<file path="config.mk">
export PLATFORM = sky130hd
export DESIGN_NAME = ccpd_top
export DESIGN_NICKNAME = d
export VERILOG_FILES = /design/src/ccpd_prescaler.v /design/src/ccpd_top.v
export VERILOG_INCLUDE_DIRS = /design/src
export SDC_FILE = /design/constraint.sdc
export NUM_CORES = 1
export LEC_CHECK = 0
export BUFFER_PORTS_ARGS = -buffer_cell sky130_fd_sc_hd__buf_2
export CAP_MARGIN = 15
export CORE_AREA = 2 2 121 123
export CTS_BUF_LIST = sky130_fd_sc_hd__clkbuf_4 sky130_fd_sc_hd__clkbuf_8 sky130_fd_sc_hd__clkbuf_16
export CTS_CLUSTER_DIAMETER = 100
export DETAILED_ROUTE_END_ITERATION = 7
export DIE_AREA = 0 0 123 125
export PLACE_DENSITY = 0.7
export SYNTH_ARGS = -nofsm -noshare
export SYNTH_HDL_FRONTEND = slang
export SYNTH_SLANG_ARGS = --single-unit
export TNS_END_PERCENT = 1
</file>
<file path="constraint.sdc">
create_clock -name ref_clk -period 3.7 [get_ports ref_clk]
set_clock_uncertainty 0.05 [all_clocks]
set_input_delay 0.37 -clock ref_clk [delete_from_list [all_inputs] [get_ports ref_clk]]
set_output_delay 0.37 -clock ref_clk [all_outputs]
set_load 0.1 [all_outputs]
</file>
<file path="src/ccpd_consts.vh">
`ifndef CCPD_CONSTS_VH
`define CCPD_CONSTS_VH

// ---------------------------------------------------------------
// Register byte addresses
// ---------------------------------------------------------------
`define CCPD_ADDR_CTRL     8'h00
`define CCPD_ADDR_WLOW     8'h04
`define CCPD_ADDR_WHIGH    8'h08
`define CCPD_ADDR_PERIOD   8'h0c
`define CCPD_ADDR_TIMER    8'h10
`define CCPD_ADDR_PRESC    8'h14
`define CCPD_ADDR_STATUS   8'h18
`define CCPD_ADDR_CLEAR    8'h1c
`define CCPD_ADDR_ENABLE   8'h20
`define CCPD_ADDR_TRIGSEL  8'h24

// ---------------------------------------------------------------
// Control register fields
// ---------------------------------------------------------------
`define CCPD_CTRL_EN       7
`define CCPD_CTRL_OUT      5
`define CCPD_CTRL_FMT      4
`define CCPD_MODE_PWM      4'hf
`define CCPD_CTRL_WMASK    8'h9f

// ---------------------------------------------------------------
// Prescale select codes
// ---------------------------------------------------------------
`define CCPD_PS_1          2'h0
`define CCPD_PS_4          2'h1
`define CCPD_PS_16         2'h2
`define CCPD_PS_64         2'h3

// ---------------------------------------------------------------
// Reset values
// ---------------------------------------------------------------
`define CCPD_RST_CTRL      8'h00
`define CCPD_RST_BYTE      8'h00
`define CCPD_RST_PERIOD    8'hff

// Status bits
`define CCPD_ST_EVENT      0
`define CCPD_ST_PERIOD     1

`define CCPD_AXI_OKAY      2'h0
`define CCPD_AXI_SLVERR    2'h2

`endif

</file>
<file path="src/ccpd_prescaler.v">
`default_nettype none
// ---------------------------------------------------------------
// Period-timer prescaler: one tick every 1, 4, 16 or 64 steps of run
// ---------------------------------------------------------------
`include "ccpd_consts.vh"
module ccpd_prescaler (
   // Clock and reset
   input  wire       ref_clk,
   input  wire       rstn,
   // Control
   input  wire       run,
   input  wire [1:0] sel,
   // Results
   output reg  [5:0] cnt_q,
   output wire       tick,
   output wire [1:0] sub_bits
);
   reg [5:0] last;

   // Terminal count per prescale setting
   always @* begin
      case (sel)
         `CCPD_PS_1:  last = 6'h00;
         `CCPD_PS_4:  last = 6'h03;
         `CCPD_PS_16: last = 6'h0f;
         default:     last = 6'h3f;
      endcase
   end

   assign tick = run && (cnt_q == last);

   // Top two bits of the active count range form the sub-count
   assign sub_bits = (sel == `CCPD_PS_4)  ? cnt_q[1:0] :
                     (sel == `CCPD_PS_16) ? cnt_q[3:2] : cnt_q[5:4];

   // Count frozen while not running so a wake resumes in place
   always @(posedge ref_clk or negedge rstn) begin
      if (!rstn) begin
         cnt_q <= 6'h00;
      end else if (run) begin
         cnt_q <= tick ? 6'h00 : cnt_q + 6'h01;
      end
   end
endmodule
`default_nettype wire

</file>
<file path="src/ccpd_top.v">
`default_nettype none
// Function
// - Pulse width is a 10-bit value held in the high/low byte pair
// - Width placement within the byte pair follows the alignment bit
// - Byte writes accepted anytime; active buffer loads only at period match
// - High time equals width times clock period times prescale factor
// - Duty double-buffered via byte pair plus 10-bit buffer, glitch free
// - Time base is 8-bit timer with two low sub-count bits appended
// - Sub bits from clock phase at 1:1 prescale, else from prescaler
// - Output cleared when time base equals buffered width
// - Resolution is log2(4*(period+1)); ten bits only at period 255
// - Width beyond period never clears the pin; it is set each period and stays high
// - Sleep freezes timer and channel state; resume from held count
// - All timing derived from the system clock
// - Any reset returns all channel registers to reset values
// - Format 0 right-aligned; format 1 left-aligned byte layout
// - After timer equals period: clear timer, set output unless zero, load buffer
`include "ccpd_consts.vh"
module ccpd_top (
   // Clock and reset
   input  wire        ref_clk,
   input  wire        rstn,
   // AXI4-Lite write address
   input  wire [7:0]  s_axi_awaddr,
   input  wire        s_axi_awvalid,
   output reg         s_axi_awready,
   // AXI4-Lite write data
   input  wire [31:0] s_axi_wdata,
   input  wire [3:0]  s_axi_wstrb,
   input  wire        s_axi_wvalid,
   output reg         s_axi_wready,
   // AXI4-Lite write response
   output reg  [1:0]  s_axi_bresp,
   output reg         s_axi_bvalid,
   input  wire        s_axi_bready,
   // AXI4-Lite read address
   input  wire [7:0]  s_axi_araddr,
   input  wire        s_axi_arvalid,
   output reg         s_axi_arready,
   // AXI4-Lite read data
   output reg  [31:0] s_axi_rdata,
   output reg  [1:0]  s_axi_rresp,
   output reg         s_axi_rvalid,
   input  wire        s_axi_rready,
   // Device state
   input  wire        sleep,
   // Channel outputs
   output reg         pwm_out_q,
   output reg         adc_trigger_q,
   output reg         irq_q
);
   // ------------------------------------------------------------
   // Registers
   // ------------------------------------------------------------
   reg  [7:0] ctrl_q;
   reg  [7:0] wlow_q;
   reg  [7:0] whigh_q;
   reg  [7:0] period_q;
   reg  [7:0] timer_q;
   reg  [1:0] presc_q;
   reg  [1:0] status_q;
   reg  [1:0] irq_en_q;
   reg        trig_sel_q;
   reg  [9:0] duty_buf_q;
   reg  [1:0] phase_q;
   reg  [7:0] aw_addr_q;
   reg        aw_have_q;
   reg [31:0] w_data_q;
   reg  [3:0] w_strb_q;
   reg        w_have_q;

   wire       pwm_mode;
   wire       run;
   wire       ps_tick;
   wire [1:0] ps_sub;
   wire [5:0] ps_cnt;
   wire       tmr_tick;
   wire       period_hit;
   wire [9:0] width_sw;
   wire [9:0] time_base;
   wire       wr_go;
   wire       clear_hit;
   wire       width_hit;
   wire       ps_step;
   wire       step_end;
   wire [9:0] tb_next;
   reg  [5:0] step_mask;

   assign pwm_mode = ctrl_q[`CCPD_CTRL_EN] && (ctrl_q[3:0] == `CCPD_MODE_PWM);
   assign run      = !sleep && pwm_mode;

   // ------------------------------------------------------------
   // Time base
   // ------------------------------------------------------------
   ccpd_prescaler u_presc (
      .ref_clk  (ref_clk),
      .rstn     (rstn),
      .run      (ps_step),
      .sel      (presc_q),
      .cnt_q    (ps_cnt),
      .tick     (ps_tick),
      .sub_bits (ps_sub)
   );

   // Clock phase counter; the prescaler advances once per four phases
   always @(posedge ref_clk or negedge rstn) begin
      if (!rstn) begin
         phase_q <= 2'h0;
      end else if (run) begin
         phase_q <= phase_q + 2'h1;
      end
   end

   assign ps_step    = run && (phase_q == 2'h3);
   // Prescaler tick already implies the last phase
   assign tmr_tick   = ps_tick;
   assign period_hit = tmr_tick && (timer_q == period_q);
   // clock phase at 1:1, prescaler bits otherwise
   assign time_base  = {timer_q, (presc_q == `CCPD_PS_1) ? phase_q : ps_sub};

   // Width placement: right or left aligned
   assign width_sw = ctrl_q[`CCPD_CTRL_FMT] ? {whigh_q, wlow_q[7:6]}
                                            : {whigh_q[1:0], wlow_q};

   // Period timer; each 10-bit step lasts one clock times prescale
   always @(posedge ref_clk or negedge rstn) begin
      if (!rstn) begin
         timer_q <= 8'h00;
      end else if (period_hit) begin
         timer_q <= 8'h00;
      end else if (tmr_tick) begin
         timer_q <= timer_q + 8'h01;
      end
   end

   // Active duty buffer reloaded only at the period rollover
   always @(posedge ref_clk or negedge rstn) begin
      if (!rstn) begin
         duty_buf_q <= 10'h000;
      end else if (period_hit) begin
         duty_buf_q <= width_sw;
      end
   end

   // Prescaler bits below the sub-count; the time base steps as they wrap
   always @* begin
      case (presc_q)
         `CCPD_PS_4:  step_mask = 6'h00;
         `CCPD_PS_16: step_mask = 6'h03;
         default:     step_mask = 6'h0f;
      endcase
   end

   assign step_end = (presc_q == `CCPD_PS_1) ? run :
                     (ps_step && ((ps_cnt & step_mask) == step_mask));
   assign tb_next  = time_base + 10'h001;

   // Match on the value about to be taken, so the pin falls after exactly
   // width steps; a width above the period never matches
   assign width_hit = step_end && (tb_next == duty_buf_q) &&
                      !period_hit;

   // Output latch; disabled channel forces low, sleep freezes it
   always @(posedge ref_clk or negedge rstn) begin
      if (!rstn) begin
         pwm_out_q <= 1'b0;
      end else if (!pwm_mode) begin
         pwm_out_q <= 1'b0;
      end else if (sleep) begin
         pwm_out_q <= pwm_out_q;
      end else if (period_hit) begin
         pwm_out_q <= (width_sw != 10'h000);
      end else if (width_hit) begin
         pwm_out_q <= 1'b0;
      end
   end

   // ------------------------------------------------------------
   // Events, interrupt and trigger
   // ------------------------------------------------------------
   assign wr_go     = aw_have_q && w_have_q && !s_axi_bvalid;
   assign clear_hit = wr_go && (aw_addr_q == `CCPD_ADDR_CLEAR) && w_strb_q[0];

   // Sticky status; a new event wins over a simultaneous clear
   always @(posedge ref_clk or negedge rstn) begin
      if (!rstn) begin
         status_q <= 2'h0;
      end else begin
         status_q <= (status_q & ~(clear_hit ? w_data_q[1:0] : 2'h0)) |
                     {period_hit, width_hit};
      end
   end

   // Level interrupt and one-cycle converter trigger
   always @(posedge ref_clk or negedge rstn) begin
      if (!rstn) begin
         irq_q         <= 1'b0;
         adc_trigger_q <= 1'b0;
      end else begin
         irq_q         <= |(status_q & irq_en_q);
         adc_trigger_q <= trig_sel_q && width_hit;
      end
   end

   // ------------------------------------------------------------
   // AXI4-Lite write path
   // ------------------------------------------------------------
   // Address and data are held independently, so either may come first
   always @(posedge ref_clk or negedge rstn) begin
      if (!rstn) begin
         s_axi_awready <= 1'b1;
         s_axi_wready  <= 1'b1;
         s_axi_bvalid  <= 1'b0;
         s_axi_bresp   <= `CCPD_AXI_OKAY;
         aw_have_q     <= 1'b0;
         w_have_q      <= 1'b0;
         aw_addr_q     <= 8'h00;
         w_data_q      <= 32'h0;
         w_strb_q      <= 4'h0;
      end else begin
         if (s_axi_awvalid && s_axi_awready) begin
            aw_addr_q     <= s_axi_awaddr;
            aw_have_q     <= 1'b1;
            s_axi_awready <= 1'b0;
         end
         if (s_axi_wvalid && s_axi_wready) begin
            w_data_q     <= s_axi_wdata;
            w_strb_q     <= s_axi_wstrb;
            w_have_q     <= 1'b1;
            s_axi_wready <= 1'b0;
         end
         if (wr_go) begin
            s_axi_bvalid <= 1'b1;
            s_axi_bresp  <= (aw_addr_q > `CCPD_ADDR_TRIGSEL || aw_addr_q[1:0] != 2'h0 ||
                             aw_addr_q == `CCPD_ADDR_TIMER ||
                             aw_addr_q == `CCPD_ADDR_STATUS) ?
                            `CCPD_AXI_SLVERR : `CCPD_AXI_OKAY;
            aw_have_q    <= 1'b0;
            w_have_q     <= 1'b0;
         end
         if (s_axi_bvalid && s_axi_bready) begin
            s_axi_bvalid  <= 1'b0;
            s_axi_awready <= 1'b1;
            s_axi_wready  <= 1'b1;
         end
      end
   end

   // Register storage; only byte lane 0 is implemented
   always @(posedge ref_clk or negedge rstn) begin
      if (!rstn) begin
         ctrl_q     <= `CCPD_RST_CTRL;
         wlow_q     <= `CCPD_RST_BYTE;
         whigh_q    <= `CCPD_RST_BYTE;
         period_q   <= `CCPD_RST_PERIOD;
         presc_q    <= `CCPD_PS_1;
         irq_en_q   <= 2'h0;
         trig_sel_q <= 1'b0;
      end else if (wr_go && w_strb_q[0]) begin
         case (aw_addr_q)
            // Output status and reserved bit are not writable
            `CCPD_ADDR_CTRL:    ctrl_q     <= w_data_q[7:0] & `CCPD_CTRL_WMASK;
            `CCPD_ADDR_WLOW:    wlow_q     <= w_data_q[7:0];
            `CCPD_ADDR_WHIGH:   whigh_q    <= w_data_q[7:0];
            `CCPD_ADDR_PERIOD:  period_q   <= w_data_q[7:0];
            `CCPD_ADDR_PRESC:   presc_q    <= w_data_q[1:0];
            `CCPD_ADDR_ENABLE:  irq_en_q   <= w_data_q[1:0];
            `CCPD_ADDR_TRIGSEL: trig_sel_q <= w_data_q[0];
            default:            ctrl_q     <= ctrl_q;
         endcase
      end
   end

   // ------------------------------------------------------------
   // AXI4-Lite read path
   // ------------------------------------------------------------
   reg [7:0] rd_val;
   reg       rd_ok;

   // Read mux; output status shows the live latch
   always @* begin
      rd_ok  = 1'b1;
      rd_val = 8'h00;
      case (s_axi_araddr)
         `CCPD_ADDR_CTRL:    rd_val = {ctrl_q[7:6], pwm_out_q, ctrl_q[4:0]};
         `CCPD_ADDR_WLOW:    rd_val = wlow_q;
         `CCPD_ADDR_WHIGH:   rd_val = whigh_q;
         `CCPD_ADDR_PERIOD:  rd_val = period_q;
         `CCPD_ADDR_TIMER:   rd_val = timer_q;
         `CCPD_ADDR_PRESC:   rd_val = {6'h00, presc_q};
         `CCPD_ADDR_STATUS:  rd_val = {6'h00, status_q};
         `CCPD_ADDR_CLEAR:   rd_val = 8'h00;
         `CCPD_ADDR_ENABLE:  rd_val = {6'h00, irq_en_q};
         `CCPD_ADDR_TRIGSEL: rd_val = {7'h00, trig_sel_q};
         default:            rd_ok  = 1'b0;
      endcase
   end

   // One read at a time; answer one cycle after the address is taken
   always @(posedge ref_clk or negedge rstn) begin
      if (!rstn) begin
         s_axi_arready <= 1'b1;
         s_axi_rvalid  <= 1'b0;
         s_axi_rdata   <= 32'h0;
         s_axi_rresp   <= `CCPD_AXI_OKAY;
      end else if (s_axi_arvalid && s_axi_arready) begin
         s_axi_arready <= 1'b0;
         s_axi_rvalid  <= 1'b1;
         s_axi_rdata   <= {24'h000000, rd_val};
         s_axi_rresp   <= rd_ok ? `CCPD_AXI_OKAY : `CCPD_AXI_SLVERR;
      end else if (s_axi_rvalid && s_axi_rready) begin
         s_axi_rvalid  <= 1'b0;
         s_axi_arready <= 1'b1;
      end
   end
endmodule
`default_nettype wire

</file>
==> flow_summary_export.csv <==
group,metric,value,unit
setup_path,worstPathMaxFanout,11,
floorplanning,top_level_ports,104,
yosys,yosys-top-cells-area,"dfrtp_1 (40%), mux2_2 (12%), dfstp_2 (5.2%)",
setup_path,start_kind,"flop",
grt,grtUsageTotal,16.9,%
power_and_ir_drop,design_power_total,3.23,mW
power_and_ir_drop,power_density,528,nW/um^2
clock_tree,cts-buffers-inserted,9,
drt,vias,4088,
final_layout,drive_gt1_share,27.0,%
clock_tree,clock_path_buffers,2,
drt,routed_wl,12300,um
worst_hold_path,worst_hold_path_type,"in2reg",
yosys,synthesis.yosys.warnings,0,
yosys,async_reset_ff_share,100,%
floorplanning,dieWidth,123,um
clock_tree,ctsResizeCount,0,
yosys,ys_ff_latch,100,
placement,gp_congestion,0.825,
final_layout,n_antenna_cell,0,
power_and_ir_drop,leakagePower,2.75,nW
sta,finalSetupTns,0,ns
final_layout,finish.net_count,633,
grt,antenna_found_initial,0,
placement,io_buffers,50,
clock_tree,tritoncts,"done",
setup_path,worst-setup-path-type,"reg2reg",
power_and_ir_drop,vdd.ir_drop.worst,0.490,mV
setup_path,worst_ep_required_time,3.93,ns
drt,first_pass_drt_iterations,4,
status,outcome,"completed",
yosys,synthTopCellsByCount,"dfrtp_1 (89), mux2_2 (60), nand2_1 (52)",
placement,place_hpwl,9120,um
sta,timing_max_transition_violations_final,0,
yosys,yosysMostFrequentCell,"dfrtp_1",
floorplanning,floorplan.initialDensity,38.9,%
final_layout,design_area,6130,sq um
yosys,most_instantiated_flip_flop_cell_in_the_synthesis_netlist,"dfrtp_1",
clock_tree,clock-root-buffer,"clkbuf_16",
floorplanning,die-height,125,um
yosys,synth_top_area_cell,"dfrtp_1",
yosys,synth.avg_cell_area,10.6,sq um
sta,worst_slew_margin_rel,45.7,%
placement,place_ws,0.432,ns
floorplanning,core-area,14200,sq um
grt,grt.overflow.total,0,
final_layout,synthToLayoutAreaGrowth,11.0,%
yosys,synth-seq-area-share,45.6,%
yosys,synthesis.area,5520,sq um
clock_tree,htree_levels,3,
drt,drc_errors,0,
sta,hold_viol,0,
sta,final.setup.worst_slack,0.424,ns
placement,dpl-instance-area,5830,sq um
grt,grt_first_pass_wirelength,20700,um
yosys,synthDominantCellAreaShare,40.3,%
clock_tree,post_cts_setup_driven_buffer_insertion_count,0,
yosys,netlist_instances,523,
final_layout,finish.cell_count_without_fillers,754,
sta,post-route-period-util,88.5,%
setup_path,end_kind,"flop",
drt,antenna_left,0,
setup_path,worst-endpoint-arrival,3.51,ns
clock_tree,clk-insertion-delay-late,0.35,ns
drt,post_drt_via_cell_ratio,5.42,
clock_tree,clock_sink_count,100,
floorplanning,die_area,15400,sq um
sta,worst_slew_pin_slew,0.809,ns
sta,clock.fmax,0.305,GHz
grt,grt_start_max_net_pins,45,
sta,final_period_minus_worst_setup_slack,3.28,ns
placement,placed_cells_incl_taps,737,
yosys,yosysUniqueCellTypes,66,
run,drv.max_cap_violation_count,0,
clock_tree,worst_setup_hold_path_clk_slew,0.07,ns
grt,first_global_vias,4108,
sta,rsz_0062_raised_after_global_routing,"no",
yosys,synth_edf_count,0,
floorplanning,fp-row-count,44,
sta,final_setup_vio_count,0,
drt,post_drt_wl_per_cell,16.3,um
drt,drt-initial-drc-count,235,
## registers in the layout (all words and copies together), names as in the netlist, 2 cells and up
name           flops
whigh_q            8
ctrl_q             6
irq_en_q           2
phase_q            2
aw_addr_q          8
duty_buf_q        10
u_presc.cnt_q      6
presc_q            2
wlow_q             8
w_data_q           8
status_q           2
timer_q            8
s_axi_rdata        8
period_q           8
## critical path, cell delays in order (launching register included)
cell and delay [ns]:
dfrtp_1 0.42, inv_1 0.10, ha_1 0.40, nor2_1 0.13, a221oi_4 0.29, ha_1 0.25, nand4_1 0.18, or4b_1 0.52
o211ai_1 0.11, a21oi_1 0.11, nor4_2 0.46, and2_1 0.20
## area by class of cell
cell class                      instances  area [sq um]
Sequential cell                       100          2520
Multi-Input combinational cell        387          2750
Tap cell                              184           230
Timing Repair Buffer                   56           300
Clock inverter                          4          33.8
Fill cell                            1351          8080
Inverter                               11          41.3
Clock buffer                           12           254
## per-layer routing
| metal | vias to the layer above | track usage [%] | share of wire, % |
|---|---|---|---|
| met5 | - | 0 | 0 |
| met1 | 2020 | 22.2 | 44 |
| met3 | 22 | 3.42 | 4.8 |
| met4 | 0 | 4.41 | 1.7 |
| li1 | 1911 | - | - |
| met2 | 135 | 28.2 | 49 |
## timing repair
action / in CTS / in global routing
endpoints found under the setup margin: 0 / 0
hold buffers: 1 / 0
hold endpoints to repair: 25 / 0
## path summary, 6_finish.rpt
check,startpoint,slack [ns],cells past startpoint,endpoint
min in group asynchronous,rstn,0.42,2,aw_addr_q[4]
hold reg to reg,s_axi_rdata[0],0.43,2,s_axi_rdata[0]
setup / recovery,presc_q[0],0.42,11,adc_trigger_q
hold / removal,s_axi_wvalid,0.14,2,s_axi_wready
setup reg to reg,presc_q[0],0.42,11,adc_trigger_q
max in group asynchronous,rstn,2.29,3,period_q[5]
## cell usage in the layout, fill, tap and decap left out, drive strengths merged, types with 8 or more instances in the layout
cell type	synthesis	final
o21ai	52	52
ha	8	8
mux2i	22	22
inv	11	12
buf	37	55
xnor2	14	14
nand2	52	52
a22oi	8	8
nand3	16	16
conb	1	26
nor3	11	11
xor2	8	8
dfstp	11	11
nor2	18	18
a21oi	11	11
dfrtp	89	89
clkbuf	13	12
mux2	61	61
## per-stage QoR
step	utilization, %	hold slack [ns]
floorplan	-	0.0244
global placement	41.0	0.246
detailed placement	41.0	0.256
CTS	43.1	0.122
global route	43.1	0.139
finish	43.1	0.136
## cell families after synthesis
family                   after synthesis  synth area share, %
AND/OR/NAND/NOR                      147                 14.3
AO/OA/AOI/OAI                        100                 11.6
flip-flops                           100                 45.6
multiplexers                          83                 16.5
buffers and inverters                 61                 6.28
XOR/XNOR                              23                 3.90
adder cells (fa/ha/maj)                8                 1.81
other                                  1               0.0679
## where the power goes
group	internal, mW	switching (mW)	total [mW]
Clock	0.494	0.405	0.899
Combinational	0.278	0.553	0.830
Sequential	1.28	0.224	1.50
Total	2.05	1.18	3.23
Power figures use the tool's default switching activity.
